[config.mk]
export PLATFORM = sky130hd
export DESIGN_NAME = dac_ctrl
export DESIGN_NICKNAME = d
export VERILOG_FILES = /design/src/rtl/dac_pkg.sv /design/src/rtl/link_if.sv /design/src/rtl/dac_ctrl.sv /design/src/rtl/link_front.sv
export SDC_FILE = /design/constraint.sdc
export NUM_CORES = 1
export LEC_CHECK = 0
export BUFFER_PORTS_ARGS = -buffer_cell sky130_fd_sc_hd__buf_2
export CAP_MARGIN = 0
export CORE_ASPECT_RATIO = 1.2
export CORE_MARGIN = 1
export CORE_UTILIZATION = 30
export CTS_CLUSTER_DIAMETER = 30
export DETAILED_ROUTE_END_ITERATION = 8
export HOLD_SLACK_MARGIN = 0.06
export RECOVER_POWER = 25
export SKIP_LAST_GASP = 1
export SLEW_MARGIN = 25
export SYNTH_ARGS = -nofsm -noshare
export SYNTH_HDL_FRONTEND = slang
export SYNTH_SLANG_ARGS = --single-unit
export TNS_END_PERCENT = 30
[constraint.sdc]
create_clock -name core_clk -period 2.2 [get_ports core_clk]
set_input_delay 0.22 -clock core_clk [delete_from_list [all_inputs] [get_ports core_clk]]
set_output_delay 0.22 -clock core_clk [all_outputs]
set_load 0.005 [all_outputs]
[src/rtl/dac_pkg.sv]
/*
 * Shared constants and types for the two-wire converter control block.
 * Assumes a 40 MHz core clock far faster than the 100 kHz serial clock.
 */
package dac_pkg;
    typedef logic [7:0] byte_t;
    localparam int CODE_W = 8;
    localparam logic [6:0] SLAVE_ADDR = 7'h48;
    localparam byte_t CMD_CODE_REG = 8'h00;
    localparam byte_t CMD_SETUP_REG = 8'h01;
    localparam int STANDBY_POS = 0;
    localparam byte_t SETUP_MASK = 8'h01;
    localparam byte_t CODE_RESET = 8'h00;
    localparam byte_t SETUP_RESET = 8'h00;
    localparam logic [3:0] LAST_BIT = 4'h7;
    localparam logic [3:0] ACK_SLOT = 4'h8;
    localparam logic [3:0] ARMED = 4'hF;
    typedef enum logic [2:0] {
        ST_IDLE = 3'b000,
        ST_ADDR = 3'b001,
        ST_CMD = 3'b010,
        ST_WDATA = 3'b011,
        ST_RDATA = 3'b100
    } port_state_t;
endpackage

[src/rtl/link_if.sv]
/*
 * Carrier for the conditioned serial line events between front end and core.
 * Assumes both ends run on core_clk.
 */
interface link_if;
    logic rise;
    logic fall;
    logic start;
    logic stop;
    logic sda;
    modport front (output rise, output fall, output start, output stop, output sda);
    modport core (input rise, input fall, input start, input stop, input sda);
endinterface

[src/rtl/dac_ctrl.sv]
/*
 * Two-wire slave port with code and setup registers driving an 8-bit converter.
 * Assumes an open-drain data pin resolved outside and a host clock under 100 kHz.
 */
// How it works
// Converter code register is exactly eight bits.
// Host reaches a code and a setup register.
// Both analog outputs follow the code register.
// Data pin is shared, driven low when sending.
// Host clock is input only, paces shifting.
// Host enters standby by writing setup register.
// Standby bit zero is normal, one standby.
// Standby freezes converter output updates.
// Serial port keeps working during standby.
// Acknowledge only a matching seven-bit address.
// Eighth address bit one reads, zero writes.
// Ninth clock carries the receiver acknowledge.
// Every byte moves most significant bit first.
// Reset clears standby bit and code register.
module dac_ctrl #(
    parameter int code_w = dac_pkg::CODE_W
) (
    input wire logic core_clk,
    input wire logic nrst,
    input wire logic scl_in,
    input wire logic sda_in,
    output logic sda_out,
    output logic sda_oe_n,
    output logic [code_w-1:0] dac_code,
    output logic standby_select_bit
);
    import dac_pkg::*;

    // The byte-wide code register feeds the converter through the level register.
    generate
        if (code_w != CODE_W) begin : g_bad_width
            $error("dac_ctrl: code_w must be 8");
        end
    endgenerate

    link_if lk ();

    link_front u_front (
        .core_clk(core_clk),
        .nrst(nrst),
        .scl_in(scl_in),
        .sda_in(sda_in),
        .lk(lk)
    );

    port_state_t state_r, state_nxt;
    logic [3:0] cnt_r;
    byte_t shift_r, tx_r, ptr_r, code_r, setup_r;
    logic [code_w-1:0] level_r;
    logic nack_r, oe_n_r, out_r;

    // Decode of bit positions and the byte just received.
    wire busy = state_r != ST_IDLE;
    wire bit_rise = lk.rise && busy && cnt_r < ACK_SLOT;
    wire ack_rise = lk.rise && busy && cnt_r == ACK_SLOT;
    wire byte_end = lk.fall && busy && cnt_r == LAST_BIT;
    wire ack_end = lk.fall && busy && cnt_r == ACK_SLOT;
    wire byte_t rx_byte = shift_r;
    wire addr_hit = rx_byte[7:1] == SLAVE_ADDR;
    wire ack_nxt = (state_r == ST_ADDR && addr_hit) || state_r == ST_CMD || state_r == ST_WDATA;
    wire wr_code = byte_end && state_r == ST_WDATA && ptr_r == CMD_CODE_REG;
    wire wr_setup = byte_end && state_r == ST_WDATA && ptr_r == CMD_SETUP_REG;
    wire byte_t rd_sel = (ptr_r == CMD_SETUP_REG) ? setup_r :
                         (ptr_r == CMD_CODE_REG) ? code_r : 8'h00;
    wire load_tx = ack_end && state_r == ST_RDATA && !nack_r;
    wire tx_step = lk.fall && state_r == ST_RDATA && cnt_r < LAST_BIT;
    wire standby = setup_r[STANDBY_POS];

    // Protocol sequencing; stop beats start only when both land together.
    always_comb begin
        state_nxt = state_r;
        if (lk.stop) begin
            state_nxt = ST_IDLE;
        end else if (lk.start) begin
            state_nxt = ST_ADDR;
        end else if (byte_end) begin
            case (state_r)
                ST_ADDR: begin
                    // A foreign address sends the port back to waiting.
                    if (!addr_hit) begin
                        state_nxt = ST_IDLE;
                    end else if (rx_byte[0]) begin
                        state_nxt = ST_RDATA;
                    end else begin
                        state_nxt = ST_CMD;
                    end
                end
                ST_CMD: state_nxt = ST_WDATA;
                default: state_nxt = state_r;
            endcase
        end else if (ack_end && state_r == ST_RDATA && nack_r) begin
            state_nxt = ST_IDLE; // Host declined more data.
        end
    end

    always_ff @(posedge core_clk) begin
        if (!nrst) begin
            state_r <= ST_IDLE;
        end else begin
            state_r <= state_nxt;
        end
    end

    // Bit counter; ARMED swallows the clock fall that follows a start.
    always_ff @(posedge core_clk) begin
        if (!nrst || lk.start) begin
            cnt_r <= ARMED;
        end else if (lk.fall && busy) begin
            cnt_r <= (cnt_r == ACK_SLOT) ? 4'h0 : cnt_r + 4'h1;
        end
    end

    // Receive shifter fills from the low end, so the first bit lands on top.
    always_ff @(posedge core_clk) begin
        if (!nrst) begin
            shift_r <= 8'h00;
            nack_r <= 1'b0;
        end else begin
            if (bit_rise) begin
                shift_r <= {shift_r[6:0], lk.sda};
            end
            if (ack_rise) begin
                nack_r <= lk.sda;
            end
        end
    end

    // Pin driver: pulls low for acknowledge and zero data bits, else lets go.
    always_ff @(posedge core_clk) begin
        if (!nrst) begin
            oe_n_r <= 1'b1;
            out_r <= 1'b0;
            tx_r <= 8'h00;
        end else begin
            out_r <= 1'b0;
            if (lk.start || lk.stop) begin
                oe_n_r <= 1'b1;
            end else if (byte_end) begin
                // Receiver acknowledges on the ninth clock; reads let the host answer.
                oe_n_r <= (state_r == ST_RDATA) ? 1'b1 : !ack_nxt;
            end else if (load_tx) begin
                oe_n_r <= rd_sel[7];
                tx_r <= {rd_sel[6:0], 1'b0};
            end else if (ack_end) begin
                oe_n_r <= 1'b1;
            end else if (tx_step) begin
                oe_n_r <= tx_r[7];
                tx_r <= {tx_r[6:0], 1'b0};
            end
        end
    end

    // Register file; writes land in standby too, since the port never stops.
    always_ff @(posedge core_clk) begin
        if (!nrst) begin
            code_r <= CODE_RESET;
            setup_r <= SETUP_RESET;
            ptr_r <= CMD_CODE_REG;
        end else begin
            if (byte_end && state_r == ST_CMD) begin
                ptr_r <= rx_byte;
            end
            if (wr_code) begin
                code_r <= rx_byte;
            end
            if (wr_setup) begin
                setup_r <= rx_byte & SETUP_MASK;
            end
        end
    end

    // The converter level freezes in standby, so no supply is spent slewing.
    always_ff @(posedge core_clk) begin
        if (!nrst) begin
            level_r <= '0;
        end else if (!standby) begin
            level_r <= code_r[code_w-1:0];
        end
    end

    // One level word feeds the buffered and the unbuffered analog paths.
    assign dac_code = level_r;
    assign standby_select_bit = setup_r[STANDBY_POS];
    assign sda_oe_n = oe_n_r;
    assign sda_out = out_r;

    chk_code_write: assert property (@(posedge core_clk) disable iff (!nrst)
        wr_code |=> code_r == $past(rx_byte))
        else $error("code register missed a write");

    chk_setup_write: assert property (@(posedge core_clk) disable iff (!nrst)
        wr_setup |=> standby_select_bit == $past(rx_byte[0]))
        else $error("setup register missed a write");

    chk_level_follow: assert property (@(posedge core_clk) disable iff (!nrst)
        !standby |=> dac_code == $past(code_r))
        else $error("converter level lags the code register");

    chk_standby_freeze: assert property (@(posedge core_clk) disable iff (!nrst)
        standby |=> $stable(dac_code))
        else $error("converter level moved in standby");

    chk_addr_ack: assert property (@(posedge core_clk) disable iff (!nrst)
        byte_end && state_r == ST_ADDR |=> sda_oe_n == !$past(addr_hit))
        else $error("address acknowledge wrong");

    chk_read_dir: assert property (@(posedge core_clk) disable iff (!nrst)
        byte_end && state_r == ST_ADDR && addr_hit && !lk.start && !lk.stop
        |=> state_r == ($past(rx_byte[0]) ? ST_RDATA : ST_CMD))
        else $error("direction bit ignored");

    chk_ack_release: assert property (@(posedge core_clk) disable iff (!nrst)
        ack_end && state_r != ST_RDATA |=> sda_oe_n)
        else $error("data line held after acknowledge");

    chk_msb_first: assert property (@(posedge core_clk) disable iff (!nrst)
        load_tx |=> sda_oe_n == $past(rd_sel[7]))
        else $error("read byte not sent msb first");

    chk_reset_clear: assert property (@(posedge core_clk)
        !nrst |=> code_r == CODE_RESET && !standby_select_bit)
        else $error("reset left registers set");
endmodule

[src/rtl/link_front.sv]
/*
 * Synchronises the serial clock and data pins and finds edges and bus conditions.
 * Assumes the pins are asynchronous to core_clk and change slowly against it.
 */
module link_front (
    input wire logic core_clk,
    input wire logic nrst,
    input wire logic scl_in,
    input wire logic sda_in,
    link_if.front lk
);
    logic scl_m_r, scl_s_r, scl_d_r;
    logic sda_m_r, sda_s_r, sda_d_r;

    // Two stages against metastability, then one more stage for edge finding.
    always_ff @(posedge core_clk) begin
        if (!nrst) begin
            scl_m_r <= 1'b1;
            scl_s_r <= 1'b1;
            scl_d_r <= 1'b1;
            sda_m_r <= 1'b1;
            sda_s_r <= 1'b1;
            sda_d_r <= 1'b1;
        end else begin
            scl_m_r <= scl_in;
            scl_s_r <= scl_m_r;
            scl_d_r <= scl_s_r;
            sda_m_r <= sda_in;
            sda_s_r <= sda_m_r;
            sda_d_r <= sda_s_r;
        end
    end

    // Edges of the host clock; data moves only on these.
    assign lk.rise = scl_s_r & ~scl_d_r;
    assign lk.fall = ~scl_s_r & scl_d_r;
    // Data changing while the clock is high marks start or stop.
    assign lk.start = scl_s_r & scl_d_r & sda_d_r & ~sda_s_r;
    assign lk.stop = scl_s_r & scl_d_r & ~sda_d_r & sda_s_r;
    assign lk.sda = sda_s_r;
endmodule

# Word-level counts from Yosys, hierarchy flattened

Index checks and enable logic that the tools add are counted.

Bits in registers: 56
Latch bits: 0
RAM bits: 0
Bits in read-only memories: 0
Bits of input ports: 4
Output and inout port bits: 11
Word-level logic and storage cells: 97
Memories: 0

Add/subtract/negate cells: 1
Multiply operators: 0
Div/mod/pow operators: 0
Order comparisons: 2
Eq/ne operators: 11
Shift operators: 0
Muxes and demuxes: 17
Bitwise logic cells: 14
Reduce and logical (&&, ||, !) cells: 35

Operators by type and width:

| operator            | count |
|---|---|
| $mux 8              | 5 |
| $logic_and 1x1->1   | 16 |
| $mux 3              | 4 |
| $eq 8x1->1 const B  | 1 |
| $logic_not 8->1     | 1 |
| $and 1x1->1         | 7 |
| $eq 7x7->1 const B  | 1 |
| $not 1->1           | 7 |
| $eq 3x2->1 const B  | 2 |
| $mux 1              | 6 |
| $pmux 3 s2          | 1 |
| $reduce_bool 3->1   | 2 |
| $add 4x1->4 const B | 1 |
| $eq 4x3->1 const B  | 1 |
| $eq 4x4->1 const B  | 1 |
| $logic_or 1x1->1    | 4 |
| $lt 4x3->1 const B  | 1 |
| $lt 4x4->1 const B  | 1 |
| $mux 4              | 1 |
| $ne 4x2->1 const B  | 1 |
| $reduce_and 2->1    | 2 |
| $reduce_and 4->1    | 1 |
| $reduce_bool 2->1   | 2 |
| $reduce_bool 4->1   | 1 |
| other kinds (7)     | 10 |

# Depth between registers and ports, before layout

Gate-level depths: netlist (run 1).

Depth in word-level cells: 9
Depth in mapped cells: 7
Depth with buffers taken out: 6

# Modules after synthesis

Synthesis (run 1) repeated with hierarchy kept, for this count alone.

Cells, all modules: 261
Area total of the unflattened synthesis: 2499.9 µm²

By module, submodules not included:

| module     | instances | cells each | area each (µm²) | seq. area each (µm²) |
|---|---|---|---|---|
| dac_ctrl   | 1         | 245        | 2309.7          | 980.9 |
| link_front | 1         | 16         | 190.2           | 120.1 |

# Worst setup path before layout (run 1)

OpenSTA, ideal clock, no wires.

Path type: flip-flop to flip-flop
From: register state_r[0]
To: register oe_n_r, in the netlist sda_oe_n
Setup time: 0.127 ns
Arrival: 1.758 ns
Required time: 2.073 ns
Path slack: 0.314 ns
Stages on the path, launching flop included: 7
Path buffers: 2
Clock period less this slack: 1.886 ns
Cell sequence: dfxtp_1 > clkbuf_1 > or3b_2 > or3b_1 > clkbuf_1 > a311oi_1 > a21oi_1

Longest elaborated chain between the ends: 7
Elaborated cells between the ends (all ways): 21
Those cells by class: eq/ne (4); mux (4); reduce/logical (13)

Ends and longest elaborated chain:

| element                                                      | line                                           | text |
|---|---|---|
| from (decl)                                                  | dac_ctrl.sv:51                                 | `port_state_t state_r, state_nxt;` |
| from (signal assigned)                                       | dac_ctrl.sv:105                                | `state_r <= state_nxt;` |
| $eq 3x1->1 / $reduce_bool 3->1 (equally long branches)       | dac_ctrl.sv:65, dac_ctrl.sv:58                 |  |
| $logic_and 1x1->1 (on tied branches)                         | dac_ctrl.sv:65, dac_ctrl.sv:61, dac_ctrl.sv:62 |  |
| $logic_or 1x1->1 / $logic_and 1x1->1 (equally long branches) | dac_ctrl.sv:65, dac_ctrl.sv:62                 |  |
| $logic_or 1x1->1 / $logic_and 1x1->1 (equally long branches) | dac_ctrl.sv:65, dac_ctrl.sv:70                 |  |
| $logic_not 1->1 / $logic_and 1x1->1 (equally long branches)  | dac_ctrl.sv:145, dac_ctrl.sv:70                |  |
| $mux 1 (on tied branches)                                    | dac_ctrl.sv:145, dac_ctrl.sv:146               |  |
| $mux 1                                                       | dac_ctrl.sv:143                                | `end else if (byte_end) begin` |
| to (signal assigned)                                         | dac_ctrl.sv:145                                | `oe_n_r <= (state_r == ST_RDATA) ? 1'b1 : !ack_nxt;` |
| to (signal assigned)                                         | dac_ctrl.sv:147                                | `oe_n_r <= rd_sel[7];` |
| to (signal assigned)                                         | dac_ctrl.sv:152                                | `oe_n_r <= tx_r[7];` |
| to (decl)                                                    | dac_ctrl.sv:55                                 | `logic nack_r, oe_n_r, out_r;` |

Several ways; a longest one is shown, not always the timed one.
A chain may end at the register's enable or synchronous reset.

# Worst setup path in the final report (run 1)

From: register u_front.scl_d_r
To: register oe_n_r, in the netlist sda_oe_n

Longest elaborated chain between the ends: 7
Elaborated cells between the ends (all ways): 19
Those cells by class: mux (3); bitwise (6); reduce/logical (10)

Ends and longest elaborated chain:

| element                        | line                           | text |
|---|---|---|
| from (decl)                    | link_front.sv:12               | `logic scl_m_r, scl_s_r, scl_d_r;` |
| from (signal assigned)         | link_front.sv:27               | `scl_d_r <= scl_s_r;` |
| $and 1x1->1                    | link_front.sv:36               | `assign lk.fall = ~scl_s_r & scl_d_r;` |
| $logic_and 1x1->1              | dac_ctrl.sv:61, dac_ctrl.sv:62 |  |
| $logic_and 1x1->1              | dac_ctrl.sv:62                 | `wire ack_end = lk.fall && busy && cnt_r == ACK_SLOT;` |
| $logic_and 1x1->1 (2 in a row) | dac_ctrl.sv:70                 | `wire load_tx = ack_end && state_r == ST_RDATA && !nack_r;` |
| $mux 1                         | dac_ctrl.sv:146                | `end else if (load_tx) begin` |
| $mux 1                         | dac_ctrl.sv:143                |  |

Several ways; a longest one is shown, not always the timed one.

==> metrics, run 1 <==
status=finished, violations left; failing checks=DRC; Core Box Area=0.00775 sq mm; Initial Utilization=0.313; Final Max Slew Viols=0; dpl ws=0.159 ns; clock root cell=clkbuf_8; top_reg_cell synth=dfxtp_1; CP Cell Sequence=or3b_1 -> or3b_1 -> a311oi_1 -> a21oi_1; IO Pins=15; Synthesized Nets=276; first-pass GRT wire length=8.66 mm; VDD IR max=between 0.00015 and 0.0002 V; Final Cell Area=0.00269 sq mm; Slew HR=0.524; grt total ovfl=0; maximum number of pins on one net before global-route repair=36; Min-Delay Path Class=input pin to flip-flop; Comb pwr share=0.030; # setup viols final=0; most common cell after layout, fill and taps aside=dfxtp_1; Post-CTS Repair Setup Buffers=0; commonest non-fill, non-tap cells in the layout=55 x dfxtp_1, 29 x nor2_1, 26 x mux2i_1, 20 x o21ai_0, 20 x nand3_1; Post-Place Cell Area=0.00260 sq mm; unrepaired setup endpoints after global routing=no; Worst path max stage delay=0.54 ns; die width=84.1 um; Yosys reg bits=55; critical path arrival=2.25 ns; die area=around 0.0084 sq mm; Max stage delay cell, worst path=or3b_1; Num CTS Buffers=5; # DRC=2; IO Port Bufs=13; post-cts resize count=0; Mapped Cells=270; clk slew on worst S/H paths=approximately 0.10 ns; static leakage=0.972 nW; Final Skew=0.0109 ns; clock network power share=0.349; critical path startpoint category=flip-flop; Tcrit/Tclk final=0.934; Power Dens Cells=604 mW/mm^2; Area Growth Syn to Fin=10.9%; DIE HEIGHT=100 um; total internal power=between 1 and 1.5 mW; clock sinks=55; H-tree depth=2; Max Freq=0.487 GHz; asr flop ratio synth=0; clk buf depth=2; gr usage total=0.127; CTS tree=yes; Routed WL per cell=13.9 um; Synth Area per Inst=8.98 sq um; crit-path max FO=8; Post-Route WL=5.18 mm; Netlist Area Pre-Place=0.00242 sq mm; Top Family by Delay on Critical Path=simple AND/OR/NAND/NOR gates; number of library cell types mapped by synthesis=46; row count=35; endpoints failing hold=0; crit-path most repeated cell=or3b_1; Via density=~5.3; Placer Congestion=0.787; Routed Antenna Nets=0; fraction of layout cells with a size suffix above 1=0.0957; initial antenna violation count=0; Setup WS post-layout=approximately 0.14 ns; Sum Neg Setup Slack=0 ns; crit path time final=around 2.1 ns; number of synthesized flops with an enable pin=0; register share of total power=0.621; P_sw=0.358 mW; Worst-Margin Slew=between 0.7 and 0.8 ns; CP Class=flip-flop to flip-flop; Yosys warnings=0; switching power share of the total=0.221; Antenna Cells=0; sequential fraction of the synthesis area=0.454; Vias=1965; Pre-Repair DR Iteration Count=6; CTS Hold Buffers Added=0; CP Capture Type=flip-flop; vias in the first global route=1799; WP buf/inv=0; Skew-Pair Late Insertion Delay=0.31 ns; MaxCap Viol Count=0; final layout net count=roughly 290; DP HPWL=3.69 mm; Req. time, crit path=2.40 ns; Starting DRT DRC Count=123
## synth_stat cells, types with 3 or more instances
cell type | count | area (sq um)
nor2_1 | 29 | 109
o21ai_0 | 20 | 100
o31ai_1 | 6 | 45.0
nor4_1 | 3 | 18.8
nand4_1 | 3 | 18.8
nand3_1 | 20 | 100
and3_1 | 3 | 18.8
nor3_1 | 5 | 25.0
buf_2 | 3 | 15.0
nand2_1 | 6 | 22.5
inv_1 | 7 | 26.3
or4_1 | 3 | 22.5
clkbuf_1 | 11 | 41.3
nand2b_1 | 7 | 43.8
dfxtp_1 | 55 | 1100
mux2i_1 | 26 | 260
nor4b_1 | 7 | 61.3
a21oi_1 | 19 | 95.1
## routing by layer
metal / share of wire / routed length (um) / up-vias / GRT usage
met5: 0 / 0 / - / 0
met4: 0.0085 / 44 / 0 / 0.0557
met3: 0.014 / 75 / 6 / 0.0180
met2: 0.50 / 2570 / 18 / 0.216
met1: 0.48 / 2490 / 945 / 0.161
li1: - / - / 996 / -
## kinds of logic (layout without fill, tap and decap cells)
group                    Yosys count  after routing  share of synthesized area
AND/OR/NAND/NOR                  104            104                      0.245
AO/OA/AOI/OAI                     56             56                      0.134
XOR/XNOR                           1              1                    0.00361
multiplexers                      27             27                      0.112
flip-flops                        55             55                      0.454
adder cells (fa/ha/maj)            2              2                     0.0103
buffers and inverters             24             36                     0.0402
other                              1              1                    0.00155
## final timing paths
kind | start | to | slack [ns] | cells past startpoint
setup reg to reg | u_front.scl_d_r | sda_oe_n | 0.14 | 4
hold reg to reg | u_front.sda_m_r | u_front.lk.sda | 0.42 | 1
hold / removal | scl_in | u_front.scl_m_r | 0.08 | 2
setup / recovery | u_front.scl_d_r | sda_oe_n | 0.14 | 4
## power by group through the flow
stage          registers [mW]  logic (mW)  clock network, mW
2_1_floorplan            1.03      0.0377                  0
3_3_place_gp             1.03      0.0494                  0
3_5_place_dp             1.03      0.0493                  0
4_1_cts                  1.01      0.0495              0.583
5_1_grt                  1.01      0.0545              0.617
6_report                 1.01      0.0486              0.567
## stage by stage
stage	power (mW)	hold WS, ns	cells	util
global placement	1.08	0.390	367	0.336
CTS	1.64	0.0865	374	0.347
floorplan	1.07	0.293	270	-
finish	1.62	0.0817	374	0.347
detailed placement	1.08	0.401	367	0.336
global route	1.68	0.0852	374	0.347
## layout make-up
cell class                      count  area [sq um]
Sequential cell                    55          1100
Multi-Input combinational cell    191          1240
Fill cell                         790          5060
Clock inverter                      1          5.00
Inverter                            8          30.0
Clock buffer                        6          82.6
Timing Repair Buffer               21           115
Tap cell                           92           115
## registers in the layout (all words and copies together), names as in the netlist
signal,cells
nack_r,1
dac_code,8
ptr_r,8
cnt_r,4
state_r,3
setup_r,1
u_front.scl_s_r,1
u_front.scl_d_r,1
sda_oe_n,1
tx_r,7
u_front.sda_m_r,1
rx_byte,8
u_front.sda_d_r,1
u_front.scl_m_r,1
u_front.lk.sda,1
code_r,8
Power figures use the tool's default switching activity.
==> inputs of run 2 (changes only) <==
--- a/config.mk
+++ b/config.mk
@@ -9,7 +9,7 @@
 export CAP_MARGIN = 0
 export CORE_ASPECT_RATIO = 1.2
 export CORE_MARGIN = 1
-export CORE_UTILIZATION = 30
+export CORE_UTILIZATION = 40
 export CTS_CLUSTER_DIAMETER = 30
 export DETAILED_ROUTE_END_ITERATION = 8
 export HOLD_SLACK_MARGIN = 0.06
==> run 2 against run 1 <==
  * The flow now finishes without violations
  * Die area fell by 24%
  * Sequential cell count did not move
  * Critical path depth did not move
  * Routed wire length rose by 0.50%
  * Cell count fell by 3.2%
  * Sequential power barely moved
  * Worst setup slack got worse by 0.0072 ns
  * Critical path type unchanged
  * Largest cell class unchanged
  * Highest routed layer unchanged
==> metrics, run 2 (same netlist as run 1, synthesis figures left out) <==
clk slew on worst S/H paths=0.09 ns; Starting DRT DRC Count=182; critical path arrival=2.24 ns; static leakage=0.980 nW; P_sw=0.341 mW; post-cts resize count=0; Via density=between 5 and 6; MaxCap Viol Count=0; most common cell after layout, fill and taps aside=dfxtp_1; switching power share of the total=0.201; CP Class=flip-flop to flip-flop; Core Box Area=0.00574 sq mm; vias in the first global route=1766; # setup viols final=0; Routed Antenna Nets=0; die width=about 73 um; Top Family by Delay on Critical Path=simple AND/OR/NAND/NOR gates; status=finished, final reports clean; Min-Delay Path Class=input pin to flip-flop; commonest non-fill, non-tap cells in the layout=55 x dfxtp_1, 29 x nor2_1, 26 x mux2i_1, 20 x o21ai_0, 20 x nand3_1; Num CTS Buffers=5; grt total ovfl=0; Post-Route WL=5.21 mm; Tot Pwr=1.69 mW; unrepaired setup endpoints after global routing=no; total internal power=1.35 mW; Max stage delay cell, worst path=or3b_1; Routed WL per cell=14.4 um; CP Capture Type=flip-flop; worst hold slack=0.0935 ns; Placer Congestion=0.788; Max Freq=0.485 GHz; Pre-Repair DR Iteration Count=4; Initial Utilization=0.422; initial antenna violation count=0; fillers=577; Final Util=0.469; endpoints failing hold=0; CTS tree=yes; register share of total power=0.596; IO Pins=15; clock root cell=clkbuf_8; Antenna Cells=0; CP Cell Sequence=or3b_1 -> or3b_1 -> a311oi_1 -> a21oi_1; Area Growth Syn to Fin=11.0%; fraction of layout cells with a size suffix above 1=0.0957; DIE HEIGHT=87.3 um; Final Max Slew Viols=0; Req. time, crit path=2.38 ns; first-pass GRT wire length=between 8 and 9 mm; Skew-Pair Late Insertion Delay=0.30 ns; crit-path most repeated cell=or3b_1; Sum Neg Setup Slack=0 ns; IO Port Bufs=13; Final Skew=0.00493 ns; crit path time final=2.06 ns; Comb pwr share=0.029; maximum number of pins on one net before global-route repair=36; DP HPWL=3.71 mm; Final Cell Area=0.00269 sq mm; clock sinks=55; final layout net count=288; WP buf/inv=0; critical path startpoint category=flip-flop; Post-Place Cell Area=0.00259 sq mm; die area=0.00638 sq mm; row count=30; H-tree depth=2; clk buf depth=2; Worst-Margin Slew=0.727 ns; VDD IR max=0.000274 V; Power Dens Cells=629 mW/mm^2; # DRC=0; CTS Hold Buffers Added=0; Worst path max stage delay=0.53 ns; Tcrit/Tclk final=0.937; gr usage total=0.182; clock network power share=0.375; crit-path max FO=8; Vias=1983; Post-CTS Repair Setup Buffers=0; Slew HR=0.515
-- run 2: area by class of cell --
cell class,instances,area (sq um),area share
Clock inverter,1,30.0,0.0112
Tap cell,80,100,0.0372
Multi-Input combinational cell,191,1240,0.461
Inverter,8,30.0,0.0112
Clock buffer,6,72.6,0.0270
Timing Repair Buffer,21,116,0.0432
Sequential cell,55,1100,0.409
-- run 2: per-stage QoR --
step | std cells | setup WS, ns
3_3_place_gp | 355 | 0.215
6_report | 362 | 0.138
4_1_cts | 362 | 0.113
5_1_grt | 362 | 0.0341
3_5_place_dp | 355 | 0.134
2_1_floorplan | 270 | 0.314
-- run 2: routing by layer --
metal	wire length, um	vias to the layer above	global-route usage
li1	-	998	-
met1	2430	939	0.241
met2	2530	34	0.284
met3	149	12	0.0382
met4	99	0	0.0820
met5	0	-	0
-- run 2: power by group through the flow --
stage	Combinational (mW)	Sequential, mW	Clock [mW]
6_report	0.0485	1.01	0.635
5_1_grt	0.0547	1.01	0.702
4_1_cts	0.0489	1.01	0.659
3_5_place_dp	0.0488	1.03	0
3_3_place_gp	0.0480	1.03	0
2_1_floorplan	0.0377	1.03	0
-- run 2: worst reg2reg max path, cell delays in order, from the launching register on --
cell and delay, ns:
dfxtp_1 0.47, or3b_1 0.52, or3b_1 0.53, a311oi_1 0.31, a21oi_1 0.10
-- run 2: final timing paths --
kind	from	to	cells after the start	slack, ns
max	u_front.scl_d_r	sda_oe_n	4	0.14
min	scl_in	u_front.scl_m_r	2	0.09
max reg2reg	u_front.scl_d_r	sda_oe_n	4	0.14
min reg2reg	u_front.sda_m_r	u_front.lk.sda	1	0.41
==> inputs of run 3 (changes only) <==
--- a/config.mk
+++ b/config.mk
@@ -13,6 +13,7 @@
 export CTS_CLUSTER_DIAMETER = 30
 export DETAILED_ROUTE_END_ITERATION = 8
 export HOLD_SLACK_MARGIN = 0.06
+export MAX_ROUTING_LAYER = met4
 export RECOVER_POWER = 25
 export SKIP_LAST_GASP = 1
 export SLEW_MARGIN = 25
==> run 3 against run 2 <==
  * Clock power increased by 0.9%
  * Register-to-register slack is essentially flat
  * Sequential cell count unchanged
  * Maximum frequency grew 0.25%
  * Non-clock buffer count did not move
  * Clock skew is 0.0031 ns higher
  * Design area unchanged
  * Core utilization is the same
  * Combinational power hardly changed
  * Critical path depth did not move
  * Clock-buffer cell count stayed put
  * Critical path type unchanged
  * Critical endpoint unchanged
  * Largest cell class unchanged
  * Highest routed layer unchanged
==> metrics, run 3 (same netlist as run 1, synthesis figures left out) <==
grt total ovfl=0; Max Freq=0.486 GHz; Worst R2R Setup Slack=0.14 ns; clk buf depth=2; VDD IR max=~0.00028 V; gr usage total=0.187; unrepaired setup endpoints after global routing=no; row count=30; first-pass GRT wire length=slightly below 9 mm; status=finished, final reports clean; Placer Congestion=0.799; initial antenna violation count=0; CTS tree=yes; P_sw=0.347 mW; Min-Delay Path Class=input pin to flip-flop; final layout net count=288; # setup viols final=0; Routed WL per cell=around 15 um; total internal power=1.35 mW; fraction of layout cells with a size suffix above 1=0.0957; Final Cell Area=0.00269 sq mm; most common cell after layout, fill and taps aside=dfxtp_1; DR top layer=met4; Req. time, crit path=2.39 ns; IO Port Bufs=13; Comb pwr share=0.029; # DRC=0; worst hold slack=0.0885 ns; Cells after DPL=355; register share of total power=0.594; dpl ws=0.134 ns; die width=roughly 73 um; clock network power share=0.378; critical path startpoint category=flip-flop; WL met2=2.49 mm; Vias=slightly below 2000; met1 WL=2.53 mm; Slew HR=0.514; Num CTS Buffers=5; Final Max Slew Viols=0; maximum number of pins on one net before global-route repair=36; DP HPWL=3.71 mm; Max stage delay cell, worst path=or3b_1; worst flop-to-flop path endpoint=sda_oe_n; Register-to-Register Path Depth=4; CP Cell Sequence=or3b_1 -> or3b_1 -> a311oi_1 -> a21oi_1; Routed Antenna Nets=0; CTS Hold Buffers Added=0; clock root cell=clkbuf_8; Post-Place Cell Area=between 0.002 and 0.003 sq mm; post-cts resize count=0; Skew-Pair Late Insertion Delay=0.30 ns; crit path time final=2.06 ns; Area Growth Syn to Fin=11.0%; DIE HEIGHT=87.3 um; Core Box Area=around 0.0057 sq mm; fillers=577; Power Dens Cells=631 mW/mm^2; Starting DRT DRC Count=approximately 160; MaxCap Viol Count=0; Antenna Cells=0; vias in the first global route=between 1500 and 2000; IO Pins=15; Tcrit/Tclk final=0.935; CP endpoint=sda_oe_n; Via density=between 5 and 6; critical path arrival=between 2 and 2.5 ns; static leakage=between 0.9 and 1 nW; RR Startpoint=u_front.scl_d_r; Worst-Margin Slew=0.729 ns; Sum Neg Setup Slack=0 ns; clk slew on worst S/H paths=about 0.09 ns; Post-CTS Repair Setup Buffers=0; crit-path max FO=8; switching power share of the total=0.204; endpoints failing hold=0; die area=0.00638 sq mm; Post-Route WL=5.26 mm; Initial Utilization=0.422; crit-path most repeated cell=or3b_1; Non-Filler Instances=362; Worst path max stage delay=0.53 ns; CP Capture Type=flip-flop; Final Skew=0.00799 ns; Worst Setup SP=u_front.scl_d_r; CP Class=flip-flop to flip-flop; DR WL met3=~160 um; commonest non-fill, non-tap cells in the layout=55 x dfxtp_1, 29 x nor2_1, 26 x mux2i_1, 20 x o21ai_0, 20 x nand3_1; Setup WS post-layout=0.143 ns; Tot Pwr=1.70 mW; clock sinks=55; H-tree depth=2; Pre-Repair DR Iteration Count=4; Final Util=0.469
-- run 3: cell counts in the layout (fill, tap and decap cells not counted) --
No cell type changed its count.
-- run 3: layer usage --
layer / global-route usage / up-vias
met1: 0.240 / 920
met5: - / -
li1: - / 998
met4: 0.0820 / 0
met3: 0.0382 / 7
met2: 0.284 / 32
-- run 3: worst min path at each step --
| stage | startpoint | depth (start not counted) | slack (ns) | to |
|---|---|---|---|---|
| 2_1_floorplan | nrst | 1 | 0.29 | u_front.lk.sda |
| 3_3_place_gp | u_front.sda_m_r | 1 | 0.39 | u_front.lk.sda |
| 3_5_place_dp | u_front.sda_m_r | 1 | 0.39 | u_front.lk.sda |
| 4_1_cts | scl_in | 2 | 0.09 | u_front.scl_m_r |
| 5_1_grt | sda_in | 2 | 0.1 | u_front.sda_m_r |
| 6_report | scl_in | 2 | 0.09 | u_front.scl_m_r |
-- run 3: critical path: cells and delay by family, from the launching register on --
kind	cells	cell delay, ns
AO/OA/AOI/OAI	2	0.41
flip-flops	1	0.47
AND/OR/NAND/NOR	2	1.05
-- run 3: final cells by class --
type | instances | area, sq um | share of cell area
repair buffers | 21 | 116 | 0.0432
inverters | 8 | 30.0 | 0.0112
well taps | 80 | 100 | 0.0372
multi-input cells | 191 | 1240 | 0.461
flip-flops and latches | 55 | 1100 | 0.409
clock buffers | 6 | 72.6 | 0.0270
clock inverters | 1 | 30.0 | 0.0112
-- run 3: power by group through the flow --
stage               logic, mW  registers [mW]  clock network, mW
floorplan              0.0377            1.03                  0
global placement       0.0480            1.03                  0
detailed placement     0.0488            1.03                  0
CTS                    0.0489            1.01              0.659
global route           0.0547            1.01              0.700
finish                 0.0486            1.01              0.641
